**src/rtl/ucl_pkg.sv**
```systemverilog
`default_nettype none
package ucl_pkg;

  // Store layout, one 32-bit word per index
  localparam int STORE_WORDS = 5;
  localparam logic [2:0] W_IDS = 3'h0;
  localparam logic [2:0] W_FLAGS = 3'h1;
  localparam logic [2:0] W_CBUS = 3'h2;
  localparam logic [2:0] W_INV = 3'h3;
  localparam logic [2:0] W_SERIAL = 3'h4;
  localparam logic [2:0] LAST_IDX = 3'h4;

  // Option flag positions inside the flags word
  localparam int FB_SERIAL = 0;
  localparam int FB_PULLDN = 1;
  localparam int FB_WAKE = 2;
  localparam int FB_DRIVER = 3;
  localparam int FB_EXTOSC = 4;
  localparam int FB_SELFPWR = 5;
  localparam int FB_MAXPWR = 8;

  // Max power is kept in 2 mA units, as the descriptor carries it
  localparam logic [7:0] MAXPWR_90MA = 8'h2D;
  localparam logic [31:0] FLAGS_RST = {16'h0000, MAXPWR_90MA, 8'h0D};

  // Configurable pin function codes, four bits per pin
  localparam logic [3:0] FN_TX_ACTIVITY_LED_N = 4'h0;
  localparam logic [3:0] FN_RX_ACTIVITY_LED_N = 4'h1;
  localparam logic [3:0] FN_RS485_DRIVE_ENABLE = 4'h2;
  localparam logic [3:0] FN_POWER_ENABLE_N = 4'h3;
  localparam logic [3:0] FN_SLEEP = 4'h4;
  localparam logic [3:0] FN_TXRXLED = 4'h5;
  localparam logic [31:0] CBUS_RST =
    {12'h000, FN_SLEEP, FN_POWER_ENABLE_N, FN_RS485_DRIVE_ENABLE, FN_RX_ACTIVITY_LED_N, FN_TX_ACTIVITY_LED_N};

  // Invert flag positions
  localparam int IV_TXD = 0;
  localparam int IV_RXD = 1;
  localparam int IV_RTS = 2;
  localparam int IV_CTS = 3;
  localparam int IV_DTR = 4;
  localparam int IV_DSR = 5;
  localparam int IV_DCD = 6;
  localparam int IV_RI = 7;
  localparam logic [31:0] INV_RST = 32'h0000_0000;

  // Descriptor constants
  localparam logic [15:0] USB_VERSION = 16'h0200;
  localparam logic [7:0] ATTR_BASE = 8'h80;
  localparam logic [7:0] ATTR_SELF = 8'h40;
  localparam logic [7:0] ATTR_WAKE = 8'h20;

  // APB byte addresses
  localparam int AW = 8;
  localparam logic [7:0] A_CTRL = 8'h00;
  localparam logic [7:0] A_STATUS = 8'h04;
  localparam logic [7:0] A_ST_INDEX = 8'h08;
  localparam logic [7:0] A_ST_DATA = 8'h0C;
  localparam logic [7:0] A_ACT_IDS = 8'h10;
  localparam logic [7:0] A_ACT_FLAGS = 8'h14;
  localparam logic [7:0] A_ACT_CBUS = 8'h18;
  localparam logic [7:0] A_ACT_INV = 8'h1C;
  localparam logic [7:0] A_SERIAL = 8'h20;
  localparam logic [7:0] A_DESC = 8'h24;

  // Timing
  localparam int CLK_MHZ = 100;
  localparam int WAKE_TIME_MS = 20;
  localparam int WAKE_CYCLES = WAKE_TIME_MS * 1000 * CLK_MHZ;
  localparam int LED_TIME_US = 50;
  localparam int LED_CYCLES = LED_TIME_US * CLK_MHZ;

  typedef enum logic {LD_LOAD, LD_DONE} ucl_load_e;

endpackage
`default_nettype wire
```
**src/rtl/ucl_pin_if.sv**
```systemverilog
`timescale 1ns/1ps
`default_nettype none
// Function sources shared by every configurable pin
interface ucl_pin_if;
  logic tx_led_n;
  logic rx_led_n;
  logic txrx_led_n;
  logic rs485_drive_enable;
  logic power_enable_n;
  logic sleep_n;
  modport src (
    output tx_led_n,
    output rx_led_n,
    output txrx_led_n,
    output rs485_drive_enable,
    output power_enable_n,
    output sleep_n
  );
  modport sink (
    input tx_led_n,
    input rx_led_n,
    input txrx_led_n,
    input rs485_drive_enable,
    input power_enable_n,
    input sleep_n
  );
endinterface
`default_nettype wire

```
**src/rtl/ucl_config_loader.sv**
```systemverilog
`timescale 1ns/1ps
`default_nettype none
module ucl_config_loader #(
  parameter logic [15:0] VENDOR_ID_DFLT = 16'hA5A5, // Arbitrary value
  parameter logic [15:0] PRODUCT_ID_DFLT = 16'h5A01, // Arbitrary value
  parameter logic [31:0] SERIAL_DFLT = 32'h0000_1234, // Arbitrary value
  parameter int WAKE_CYCLES_P = ucl_pkg::WAKE_CYCLES,
  parameter int LED_CYCLES_P = ucl_pkg::LED_CYCLES
) (
  input wire logic pclk,
  input wire logic presetn,
  input wire logic psel,
  input wire logic penable,
  input wire logic pwrite,
  input wire logic [ucl_pkg::AW-1:0] paddr,
  input wire logic [31:0] pwdata,
  output logic [31:0] prdata,
  output logic pready,
  output logic pslverr,
  input wire logic usb_bus_reset,
  input wire logic usb_configured,
  input wire logic usb_suspend,
  input wire logic ext_osc_present,
  input wire logic tx_activity,
  input wire logic rx_activity,
  input wire logic tx_frame_active,
  input wire logic core_txd,
  input wire logic core_rts_n,
  input wire logic core_dtr_n,
  output logic core_rxd,
  output logic core_cts_n,
  output logic core_dsr_n,
  output logic core_carrier_detect_n,
  output logic core_ring_indicator_n,
  output logic uart_txd,
  output logic uart_rts_n,
  output logic uart_dtr_n,
  input wire logic uart_rxd,
  input wire logic uart_cts_n,
  input wire logic uart_dsr_n,
  input wire logic carrier_detect_n,
  input wire logic ring_indicator_n,
  output logic uart_pulldown_en,
  output logic [4:0] config_pin_o,
  output logic [4:0] config_pin_oe,
  output logic osc_select_ext,
  output logic device_halt,
  output logic device_ready,
  output logic remote_wake_req,
  output logic driver_bind,
  output logic [15:0] desc_vendor_identifier,
  output logic [15:0] desc_product_identifier,
  output logic [15:0] desc_usb_version,
  output logic [7:0] desc_max_power,
  output logic [7:0] desc_attributes,
  output logic desc_serial_valid,
  output logic [31:0] desc_serial
);
  import ucl_pkg::*;

  localparam int WCW = $clog2(WAKE_CYCLES_P + 1);
  localparam int LCW = $clog2(LED_CYCLES_P + 1);
  localparam logic [WCW-1:0] WAKE_LAST = WCW'(WAKE_CYCLES_P - 1);
  localparam logic [LCW-1:0] LED_LAST = LCW'(LED_CYCLES_P - 1);

  // Pin inputs pass two flops; index order matches sync_s users below
  logic [8:0] sync1_reg;
  logic [8:0] sync2_reg;
  wire logic [8:0] sync_raw;
  assign sync_raw = {ring_indicator_n, carrier_detect_n, uart_dsr_n,
    uart_cts_n, uart_rxd, ext_osc_present, usb_suspend, usb_configured,
    usb_bus_reset};

  always_ff @(posedge pclk or negedge presetn)
  begin
    if (!presetn)
    begin
      sync1_reg <= 9'h1F0; // UART lines idle high: no false start bit
      sync2_reg <= 9'h1F0;
    end
    else
    begin
      sync1_reg <= sync_raw;
      sync2_reg <= sync1_reg;
    end
  end

  wire logic bus_reset_s;
  wire logic configured_s;
  wire logic suspend_s;
  wire logic ext_present_s;
  wire logic [4:0] line_in_s;
  assign bus_reset_s = sync2_reg[0];
  assign configured_s = sync2_reg[1];
  assign suspend_s = sync2_reg[2];
  assign ext_present_s = sync2_reg[3];
  assign line_in_s = sync2_reg[8:4];

  // Edge detect on the synchronised bus reset
  logic bus_reset_d_reg;
  always_ff @(posedge pclk or negedge presetn)
  begin
    if (!presetn)
      bus_reset_d_reg <= 1'b0;
    else
      bus_reset_d_reg <= bus_reset_s;
  end

  // APB decode; the slave never inserts wait states
  wire logic acc;
  wire logic wr_en;
  wire logic mapped;
  wire logic st_idx_ok;
  wire logic reload_req;
  wire logic trigger;
  assign acc = psel && penable;
  assign wr_en = acc && pwrite;
  assign mapped = (paddr[1:0] == 2'h0) && (paddr <= A_DESC);
  assign pready = 1'b1;
  assign pslverr = acc && !mapped;
  assign reload_req = wr_en && (paddr == A_CTRL) && pwdata[0];
  assign trigger = (bus_reset_s && !bus_reset_d_reg) || reload_req;

  // Nonvolatile store image; survives bus resets, only power-on restores it
  logic [31:0] store_reg [STORE_WORDS];
  logic [2:0] st_index_reg;
  assign st_idx_ok = st_index_reg <= LAST_IDX;

  always_ff @(posedge pclk or negedge presetn)
  begin
    if (!presetn)
      st_index_reg <= 3'h0;
    else if (wr_en && paddr == A_ST_INDEX)
      st_index_reg <= pwdata[2:0];
  end

  // Host rewrites words here; effect waits for the next load
  always_ff @(posedge pclk or negedge presetn)
  begin
    if (!presetn)
    begin
      store_reg[W_IDS] <= {PRODUCT_ID_DFLT, VENDOR_ID_DFLT};
      store_reg[W_FLAGS] <= FLAGS_RST;
      store_reg[W_CBUS] <= CBUS_RST;
      store_reg[W_INV] <= INV_RST;
      store_reg[W_SERIAL] <= SERIAL_DFLT;
    end
    else if (wr_en && paddr == A_ST_DATA && st_idx_ok)
      store_reg[st_index_reg] <= pwdata;
  end

  // Loader: copies one word per cycle, restarts on every trigger
  ucl_load_e ld_state_reg;
  logic [2:0] ld_idx_reg;
  wire logic load_done;
  assign load_done = ld_state_reg == LD_DONE;

  always_ff @(posedge pclk or negedge presetn)
  begin
    if (!presetn)
    begin
      ld_state_reg <= LD_LOAD;
      ld_idx_reg <= 3'h0;
    end
    else if (trigger)
    begin
      ld_state_reg <= LD_LOAD;
      ld_idx_reg <= 3'h0;
    end
    else
    begin
      case (ld_state_reg)
        LD_LOAD:
        begin
          if (ld_idx_reg == LAST_IDX)
            ld_state_reg <= LD_DONE;
          else
            ld_idx_reg <= ld_idx_reg + 3'h1;
        end
        LD_DONE: ld_state_reg <= LD_DONE;
        default: ld_state_reg <= LD_LOAD;
      endcase
    end
  end

  // Active copy; cleared by reset so nothing takes effect before a load
  logic [31:0] act_reg [STORE_WORDS];
  always_ff @(posedge pclk or negedge presetn)
  begin
    if (!presetn)
    begin
      for (int i = 0; i < STORE_WORDS; i++)
        act_reg[i] <= 32'h0000_0000;
    end
    else if (ld_state_reg == LD_LOAD)
      act_reg[ld_idx_reg] <= store_reg[ld_idx_reg];
  end

  // Loaded option fields
  wire logic serial_en;
  wire logic pulldn_en;
  wire logic wake_en;
  wire logic ext_osc_sel;
  wire logic self_pwr;
  wire logic [7:0] inv_eff;
  assign serial_en = act_reg[W_FLAGS][FB_SERIAL];
  assign pulldn_en = act_reg[W_FLAGS][FB_PULLDN];
  assign wake_en = act_reg[W_FLAGS][FB_WAKE];
  assign ext_osc_sel = act_reg[W_FLAGS][FB_EXTOSC];
  assign self_pwr = act_reg[W_FLAGS][FB_SELFPWR];
  assign inv_eff = load_done ? act_reg[W_INV][7:0] : 8'h00;

  // Descriptor fields from the active copy; the USB version is the fixed USB_VERSION
  assign desc_vendor_identifier = act_reg[W_IDS][15:0];
  assign desc_product_identifier = act_reg[W_IDS][31:16];
  assign desc_usb_version = USB_VERSION;
  assign desc_max_power = act_reg[W_FLAGS][FB_MAXPWR+:8];
  assign desc_attributes = ATTR_BASE | (self_pwr ? ATTR_SELF : 8'h00) |
    (wake_en ? ATTR_WAKE : 8'h00);
  assign desc_serial_valid = serial_en && load_done;
  assign desc_serial = serial_en ? act_reg[W_SERIAL] : 32'h0000_0000;
  assign driver_bind = act_reg[W_FLAGS][FB_DRIVER];

  // Line inversion; both directions registered so pins see clean edges
  wire logic [2:0] out_inv;
  wire logic [4:0] in_inv;
  assign out_inv = {inv_eff[IV_DTR], inv_eff[IV_RTS], inv_eff[IV_TXD]};
  assign in_inv = {inv_eff[IV_RI], inv_eff[IV_DCD], inv_eff[IV_DSR],
    inv_eff[IV_CTS], inv_eff[IV_RXD]};

  always_ff @(posedge pclk or negedge presetn)
  begin
    if (!presetn)
    begin
      {uart_dtr_n, uart_rts_n, uart_txd} <= 3'h7;
      {core_ring_indicator_n, core_carrier_detect_n, core_dsr_n,
        core_cts_n, core_rxd} <= 5'h1F;
    end
    else
    begin
      {uart_dtr_n, uart_rts_n, uart_txd} <=
        {core_dtr_n, core_rts_n, core_txd} ^ out_inv;
      {core_ring_indicator_n, core_carrier_detect_n, core_dsr_n,
        core_cts_n, core_rxd} <= line_in_s ^ in_inv;
    end
  end

  // Power, sleep, pull-down and oscillator state
  logic power_enable_n_reg;
  logic sleep_n_reg;
  always_ff @(posedge pclk or negedge presetn)
  begin
    if (!presetn)
    begin
      power_enable_n_reg <= 1'b1;
      sleep_n_reg <= 1'b1;
      uart_pulldown_en <= 1'b0;
      osc_select_ext <= 1'b0;
      device_halt <= 1'b0;
      device_ready <= 1'b0;
    end
    else
    begin
      power_enable_n_reg <= !(load_done && configured_s && !suspend_s);
      sleep_n_reg <= !suspend_s;
      uart_pulldown_en <= load_done && pulldn_en && suspend_s;
      osc_select_ext <= load_done && ext_osc_sel;
      device_halt <= load_done && ext_osc_sel && !ext_present_s;
      device_ready <= load_done && !(ext_osc_sel && !ext_present_s);
    end
  end

  // Ring held low while suspended wakes the host once; count stops at 20 ms
  logic [WCW-1:0] wake_cnt_reg;
  wire logic ring_low;
  assign ring_low = !core_ring_indicator_n && suspend_s && wake_en &&
    load_done;

  always_ff @(posedge pclk or negedge presetn)
  begin
    if (!presetn)
    begin
      wake_cnt_reg <= '0;
      remote_wake_req <= 1'b0;
    end
    else
    begin
      remote_wake_req <= ring_low && (wake_cnt_reg == WAKE_LAST);
      if (!ring_low)
        wake_cnt_reg <= '0;
      else if (wake_cnt_reg <= WAKE_LAST)
        wake_cnt_reg <= wake_cnt_reg + WCW'(1);
    end
  end

  // One-shot stretch so short bursts stay visible on an LED
  logic [LCW-1:0] tx_led_cnt_reg;
  logic [LCW-1:0] rx_led_cnt_reg;
  always_ff @(posedge pclk or negedge presetn)
  begin
    if (!presetn)
    begin
      tx_led_cnt_reg <= '0;
      rx_led_cnt_reg <= '0;
    end
    else
    begin
      tx_led_cnt_reg <= tx_activity ? LED_LAST :
        (tx_led_cnt_reg != '0) ? tx_led_cnt_reg - LCW'(1) : '0;
      rx_led_cnt_reg <= rx_activity ? LED_LAST :
        (rx_led_cnt_reg != '0) ? rx_led_cnt_reg - LCW'(1) : '0;
    end
  end

  // Function sources and per-pin selection
  ucl_pin_if pif ();
  assign pif.tx_led_n = !(tx_activity || tx_led_cnt_reg != '0);
  assign pif.rx_led_n = !(rx_activity || rx_led_cnt_reg != '0);
  assign pif.txrx_led_n = pif.tx_led_n && pif.rx_led_n;
  assign pif.rs485_drive_enable = tx_frame_active;
  assign pif.power_enable_n = power_enable_n_reg;
  assign pif.sleep_n = sleep_n_reg;

  wire logic [4:0] pin_o_w;
  wire logic [4:0] pin_oe_w;
  for (genvar g = 0; g < 5; g++)
  begin : g_pin
    ucl_pin_mux u_mux (
      .srcs(pif),
      .func(act_reg[W_CBUS][4*g+:4]),
      .enable(load_done),
      .pin_o(pin_o_w[g]),
      .pin_oe(pin_oe_w[g])
    );
  end

  always_ff @(posedge pclk or negedge presetn)
  begin
    if (!presetn)
    begin
      config_pin_o <= 5'h00;
      config_pin_oe <= 5'h00;
    end
    else
    begin
      config_pin_o <= pin_o_w;
      config_pin_oe <= pin_oe_w;
    end
  end

  // Read mux; sampled in the setup phase, stable through access
  wire logic [31:0] status_w;
  wire logic [31:0] rd_data;
  assign status_w = {27'h0, configured_s, suspend_s, device_halt,
    !load_done, load_done};
  assign rd_data =
    (paddr == A_STATUS) ? status_w :
    (paddr == A_ST_INDEX) ? {29'h0, st_index_reg} :
    (paddr == A_ST_DATA) ? (st_idx_ok ? store_reg[st_index_reg] : 32'h0) :
    (paddr == A_ACT_IDS) ? act_reg[W_IDS] :
    (paddr == A_ACT_FLAGS) ? act_reg[W_FLAGS] :
    (paddr == A_ACT_CBUS) ? act_reg[W_CBUS] :
    (paddr == A_ACT_INV) ? act_reg[W_INV] :
    (paddr == A_SERIAL) ? desc_serial :
    (paddr == A_DESC) ? {desc_attributes, desc_max_power, USB_VERSION} :
    32'h0000_0000;

  always_ff @(posedge pclk or negedge presetn)
  begin
    if (!presetn)
      prdata <= 32'h0000_0000;
    else if (psel && !penable)
      prdata <= rd_data;
  end
endmodule
`default_nettype wire

```
**src/rtl/ucl_pin_mux.sv**
```systemverilog
`timescale 1ns/1ps
`default_nettype none
module ucl_pin_mux (
  ucl_pin_if.sink srcs,
  input wire logic [3:0] func,
  input wire logic enable,
  output logic pin_o,
  output logic pin_oe
);
  import ucl_pkg::*;

  // LED drives only sink current; they release the pin when idle
  wire logic is_led;
  wire logic led_n;
  wire logic push_val;
  wire logic push_ok;

  assign is_led = (func == FN_TX_ACTIVITY_LED_N) || (func == FN_RX_ACTIVITY_LED_N) ||
    (func == FN_TXRXLED);
  assign led_n = (func == FN_TX_ACTIVITY_LED_N) ? srcs.tx_led_n :
    (func == FN_RX_ACTIVITY_LED_N) ? srcs.rx_led_n : srcs.txrx_led_n;
  assign push_ok = (func == FN_RS485_DRIVE_ENABLE) || (func == FN_POWER_ENABLE_N) ||
    (func == FN_SLEEP);
  assign push_val = (func == FN_RS485_DRIVE_ENABLE) ? srcs.rs485_drive_enable :
    (func == FN_POWER_ENABLE_N) ? srcs.power_enable_n : srcs.sleep_n;

  // Unknown codes and the pre-load phase leave the pin undriven
  assign pin_o = is_led ? 1'b0 : push_val;
  assign pin_oe = enable && ((is_led && !led_n) || push_ok);

endmodule
`default_nettype wire

```
**config.mk**
```make
export PLATFORM = sky130hd
export DESIGN_NAME = ucl_config_loader
export DESIGN_NICKNAME = d
export VERILOG_FILES = /design/src/rtl/ucl_pkg.sv /design/src/rtl/ucl_pin_if.sv /design/src/rtl/ucl_config_loader.sv /design/src/rtl/ucl_pin_mux.sv
export SDC_FILE = /design/constraint.sdc
export NUM_CORES = 1
export LEC_CHECK = 0
export ABC_AREA = 1
export BUFFER_PORTS_ARGS = -buffer_cell sky130_fd_sc_hd__clkbuf_2
export CORE_MARGIN = 4
export CORE_UTILIZATION = 43
export DETAILED_ROUTE_END_ITERATION = 12
export HOLD_SLACK_MARGIN = 0.06
export SYNTH_ARGS = -nofsm -noshare
export SYNTH_HDL_FRONTEND = slang
export SYNTH_SLANG_ARGS = --single-unit
```
**constraint.sdc**
```tcl
create_clock -name pclk -period 4.5 [get_ports pclk]
set_input_delay 0.225 -clock pclk [delete_from_list [all_inputs] [get_ports pclk]]
set_output_delay 0.225 -clock pclk [all_outputs]
set_load 0.005 [all_outputs]
```
Word-level counts from Yosys, hierarchy flattened. Cells that the tools add are included.

Add/sub/neg operators: 4. Order comparisons: 7. Equality and inequality tests: 39. Muxes and demuxes: 63. Bitwise logic cells: 6. Reductions and logical operators: 91.

Operator list (number): 2-to-1 mux 32 bit (17); bitwise mux 160 bit (2); binary-select mux 32 bit (select 3 bit) (2); demux 32 bit (select 3 bit) (2); 2-to-1 mux 13 bit (4); 2-to-1 mux 21 bit (2); == test 4 x 2 -> 1 bit (second input constant) (10); == test 4 x 3 -> 1 bit (second input constant) (10); logical AND 1 bit (37); == test 8 x 5 -> 1 bit (second input constant) (4); logical OR 1 bit (28); 2-to-1 mux 1 bit (27); nonzero test 13 bit (2); subtractor 13 x 1 -> 13 bit (second input constant) (2); adder 21 x 1 -> 21 bit (second input constant) (1); == test 21 bit (second input constant) (1); less-or-equal comparator 21 bit (second input constant) (1); == test 4 x 1 -> 1 bit (second input constant) (5); zero test 4 bit (5); == test 8 x 4 -> 1 bit (second input constant) (2); == test 8 x 6 -> 1 bit (second input constant) (2); zero test 1 bit (16); 2-to-1 mux 3 bit (3); == test 8 x 3 -> 1 bit (second input constant) (1); 20 further kinds (24).

Flip-flop bits (word level): 450. Input bits: 60. Output and inout bits: 155. Word-level logic and storage cells: 247.

Longest topological paths before layout.
Word-level depth: 11. Depth in mapped cells: 13. Depth with buffers taken out: 12.

Hierarchy. From an unflattened synthesis, not the netlist that was laid out.

Cell total of the unflattened synthesis: 2646. Area total of the unflattened synthesis: 22708.0 um2.

By module, submodules not included: ucl_config_loader (times used 1, cells an instance 2511, area each 22182.5 um2, sequential area each 11323.4 um2); ucl_pin_mux (times used 5, cells an instance 27, area each 105.1 um2, sequential area each 0.0 um2).

Worst setup path before layout. Ideal clock, no wire load.

Path type: register -> register. Start point: register rx_led_cnt_reg[0]. End point: register rx_led_cnt_reg[10]. Library setup time: 0.123 ns. Arrival time: 1.563 ns. Required time: 4.377 ns. Path slack: 2.815 ns. Stages on the path, launching flop included: 10. Buffers on the path: 0. Period minus slack after synthesis: 1.685 ns. Cells stage by stage: dfrtp_1 inv_1 ha_1 inv_1 or2_2 nor2_2 nand3_1 nor3b_1 xnor2_1 nor2_1.

Word-level cells in the longest chain between the ends: 3. Elaborated cells on any way between the ends: 4. Classes of those cells: add/sub (1); mux (2); reduce/logical (1).

Ends and longest elaborated chain: start, declared (line ucl_config_loader.sv:298) `logic [LCW-1:0] rx_led_cnt_reg;`; start signal, assigned (line ucl_config_loader.sv:310) `rx_led_cnt_reg <= rx_activity ? LED_LAST :`; subtractor 13 x 1 -> 13 bit or nonzero test 13 bit (tied branches) (line ucl_config_loader.sv:311) `(rx_led_cnt_reg != '0) ? rx_led_cnt_reg - LCW'(1) : '0;`; 2-to-1 mux 13 bit (*) (line ucl_config_loader.sv:311); 2-to-1 mux 13 bit (*) (line ucl_config_loader.sv:310).

Mark *: on every way between the ends. The rest lies on a longest branch, timed or not. A chain may end at the register's enable or synchronous reset.

Final worst setup path.
Start point: register ld_idx_reg[0]. End point: register act_reg[55] (netlist name).

Word-level cells in the longest chain between the ends: 6. Elaborated cells on any way between the ends: 10. Classes of those cells: order compare (2); mux (6); bitwise (1); reduce/logical (1).

Ends and longest elaborated chain: start, declared (line ucl_config_loader.sv:154) `logic [2:0] ld_idx_reg;`; start signal, assigned (line ucl_config_loader.sv:178) `ld_idx_reg <= ld_idx_reg + 3'h1;`; NOT 3 -> 4 bit (not written as such) (*) (line ucl_config_loader.sv:196) `act_reg[ld_idx_reg] <= store_reg[ld_idx_reg];`; greater-or-equal comparator 4 bit (not written as such) or less-than comparator 4 x 1 -> 1 bit (tied branches) (line ucl_config_loader.sv:196); logical AND 1 bit (not written as such) (line ucl_config_loader.sv:196); 2-to-1 mux 32 bit (not written as such) (line ucl_config_loader.sv:196); demux 32 bit (select 3 bit) (line ucl_config_loader.sv:196); bitwise mux 160 bit (*) (line ucl_config_loader.sv:196); end signal, assigned by index (line ucl_config_loader.sv:196); end, declared (line ucl_config_loader.sv:187) `logic [31:0] act_reg [STORE_WORDS];`.

Mark *: on every way between the ends. The rest lies on a longest branch, timed or not. The select of a mux whose other input is x is not followed.

==> impl_metrics.tcl <==
set metrics [dict create \
    status "finished clean" \
    yosysTopAreaCellShare 0.446 \
    clkLatencyLatePin_ns 0.60 \
    crit_type "flop to flop" \
    p_per_area_nw_per_um2 515 \
    async_flop_share 1.00 \
    hold_viol 0 \
    firstDrtPassIters 6 \
    setup_viol 0 \
    dieArea_um2 55900 \
    clkTransAtPathRegs_ns 0.06 \
    initial_core_util 0.436 \
    p_leak_uw 0.0121 \
    grt_overflow_total 0 \
    port_buffers 191 \
    core_area_um2 51500 \
    ys_warn_count 0 \
    regToRegSetupSlack_ns 1.59 \
    rows 83 \
    whs_endpoint "prdata[30]" \
    r2r-start "ld_idx_reg[0]" \
    synth_edf_count 0 \
    numClockSinks 450 \
    nFillCells 5052 \
    drc 0 \
    worst_pin_slew_ns 1.11 \
    holdPathStages 5 \
    ys_ff_latch 450 \
    ys.flop_type "dfrtp_1" \
    grt_pass1_wl_mm 111 \
    htreeDepth 2 \
    hpwl_mm 48.9 \
    post_cts_buffers 0 \
    finalSetupTns_ns 0 \
    post_synth_num_cell_types 45 \
    rr_worst_depth 5 \
    viasPerCell 5.48 \
    syn_area_um2 22400 \
    drive_gt1_frac 0.181 \
    largest_reg_flops 160 \
    grt_pass1_vias 18790 \
    drtIter0Drc 1973 \
    hp-start "psel" \
    syn-instance-count 2648 \
    num_vias 19278 \
    top_layer_used "met4" \
    rsz0062_at_grt "no" \
    ios 215 \
    finalNetCount 2866 \
    min_path_type "input port to flop" \
    fmax_mhz 344 \
    die_w_um 236 \
    antenna_left 0 \
    rr_endpoint "act_reg[55]" \
    max-vdd-ir-drop_uv 302 \
    cts_root_buffer "clkbuf_16" \
    cts_tree "built" \
    grt_usage 0.251 \
    slew_headroom 0.262 \
    cp_data_arrival_time_ns 3.40 \
    met2WireLength_mm 31.8 \
    crit_fanout 54 \
    cap_violations 0 \
    clock_skew_ns 0.0234 \
    synth_area_leaders "dfrtp_1 (45%), nand2_1 (11%), dfstp_2 (5.9%), mux2_2 (5.6%), o21ai_1 (4.1%)" \
    period_minus_slack_ns 2.91 \
    end_kind "flop" \
    stdcell_area_um2 25700 \
    ctsResizeCount 0 \
    die_y_um 236 \
    yosys.area.top_type "dfrtp_1" \
    finalCritPeriodShare 0.647 \
    wl_met1_mm 31.2 \
    cp_data_required_time_ns 4.98 \
    post_drt_wl_per_cell_um 20.3 \
    cp-start-kind "flop" \
    drv_slew 0 \
    syn_area_per_cell_um2 8.47 \
    placed_area_um2 23500 \
    antenna_found_initial 1 \
    grt_max_degree 126 \
    ys_seq_area_frac 0.505 \
    routed_wl_mm 71.5 \
    clk_path_buf_depth 3 \
    area_delta_synth_final_pct 14.5 \
    gp_congestion 0.908 \
    post-route-util 0.499 \
    routed-wl-met3_mm 5.94 \
    cts_made_buffers 50 \
]
[cell usage after synthesis (all sizes together) (11+ instances only)]
| cell | instances |
|---|---|
| nor2 | 177 |
| o221ai | 21 |
| a22oi | 12 |
| nand4 | 31 |
| nor3 | 29 |
| a21oi | 127 |
| dfrtp | 400 |
| mux2 | 112 |
| nand2 | 677 |
| nand3 | 133 |
| buf | 152 |
| xnor2 | 11 |
| clkbuf | 35 |
| xor2 | 22 |
| dfstp | 50 |
| o21ai | 347 |
| inv | 249 |
[worst max path at each step]
| stage | start | to | cells past startpoint |
|---|---|---|---|
| detailed placement | ld_idx_reg[0] | act_reg[55] | 5 |
| finish | ld_idx_reg[0] | act_reg[55] | 5 |
| CTS | ld_idx_reg[0] | act_reg[33] | 5 |
| global route | ld_idx_reg[0] | act_reg[52] | 5 |
| floorplan | rx_led_cnt_reg[0] | rx_led_cnt_reg[10] | 9 |
| global placement | ld_idx_reg[0] | act_reg[52] | 5 |
[per-layer routing]
metal,global-route usage,up-vias
li1,-,8904
met1,0.359,9389
met2,0.382,841
met3,0.0492,144
met4,0.0863,0
met5,0,-
[power by group]
group / internal (µW) / switching (µW)
sequential: 4690 / 591
clock: 2550 / 1690
combinational: 1350 / 2370
total: 8590 / 4650
[worst max-delay path: stages, from the launching register on]
cell and delay [ns]:
dfrtp_2 0.74, inv_2 0.49, buf_4 0.39, nor3_4 0.18, buf_4 0.52, mux2_2 0.40
[layout make-up]
class / count / area [µm²] / area share
clock buffer: 83 / 1540 / 0.0598
inverter: 251 / 942 / 0.0367
timing repair buffer: 265 / 1680 / 0.0653
antenna: 1 / 2.50 / 0.0000974
sequential: 450 / 11300 / 0.441
tap: 680 / 851 / 0.0331
clock inverter: 9 / 153 / 0.00594
multi-input combinational: 1781 / 9210 / 0.358
[cells by family (layout without fill, tap and decap cells)]
group,count (synthesis),after routing,share of synthesized area
buffers and inverters,438,608,0.0894
adders and majority gates,7,7,0.00390
muxes,112,112,0.0562
DFF,450,450,0.505
xor gates and xnor gates,33,33,0.0129
and+or+nand+nor,1063,1063,0.199
other,2,24,0.000335
AOI/OAI and AO/OA,543,543,0.134
[cell usage in the layout, fill, tap and decap left out, types with 23 or more instances in the layout]
master	Yosys	routed
nand2_1	672	672
dfrtp_1	400	399
inv_1	238	238
clkbuf_2	0	190
o21ai_1	184	184
nor2_1	166	163
o21ai_0	162	162
nand3_1	132	132
a21oi_1	127	127
mux2_2	112	112
clkbuf_16	0	51
dfstp_2	50	50
dlygate4sd3_1	0	48
nand4_1	31	31
nor3_1	24	24
conb_1	2	23
buf_4	70	23
[timing repair]
action,in CTS,in global routing
endpoints found under the setup margin,0,0
endpoints found under the hold margin,300,0
hold buffers,48,0
[metrics by stage]
stage | cells | power [µW] | setup slack [ns] | hold WS, ns
2_1_floorplan | 2669 | 7640 | 2.81 | -0.0706
3_3_place_gp | 3379 | 8860 | 1.70 | 0.315
3_5_place_dp | 3379 | 8980 | 1.66 | 0.314
4_1_cts | 3519 | 13300 | 1.66 | 0.119
5_1_grt | 3519 | 13900 | 1.46 | 0.159
6_report | 3520 | 13200 | 1.59 | 0.173
No activity file was read; power rests on OpenSTA's default activity.
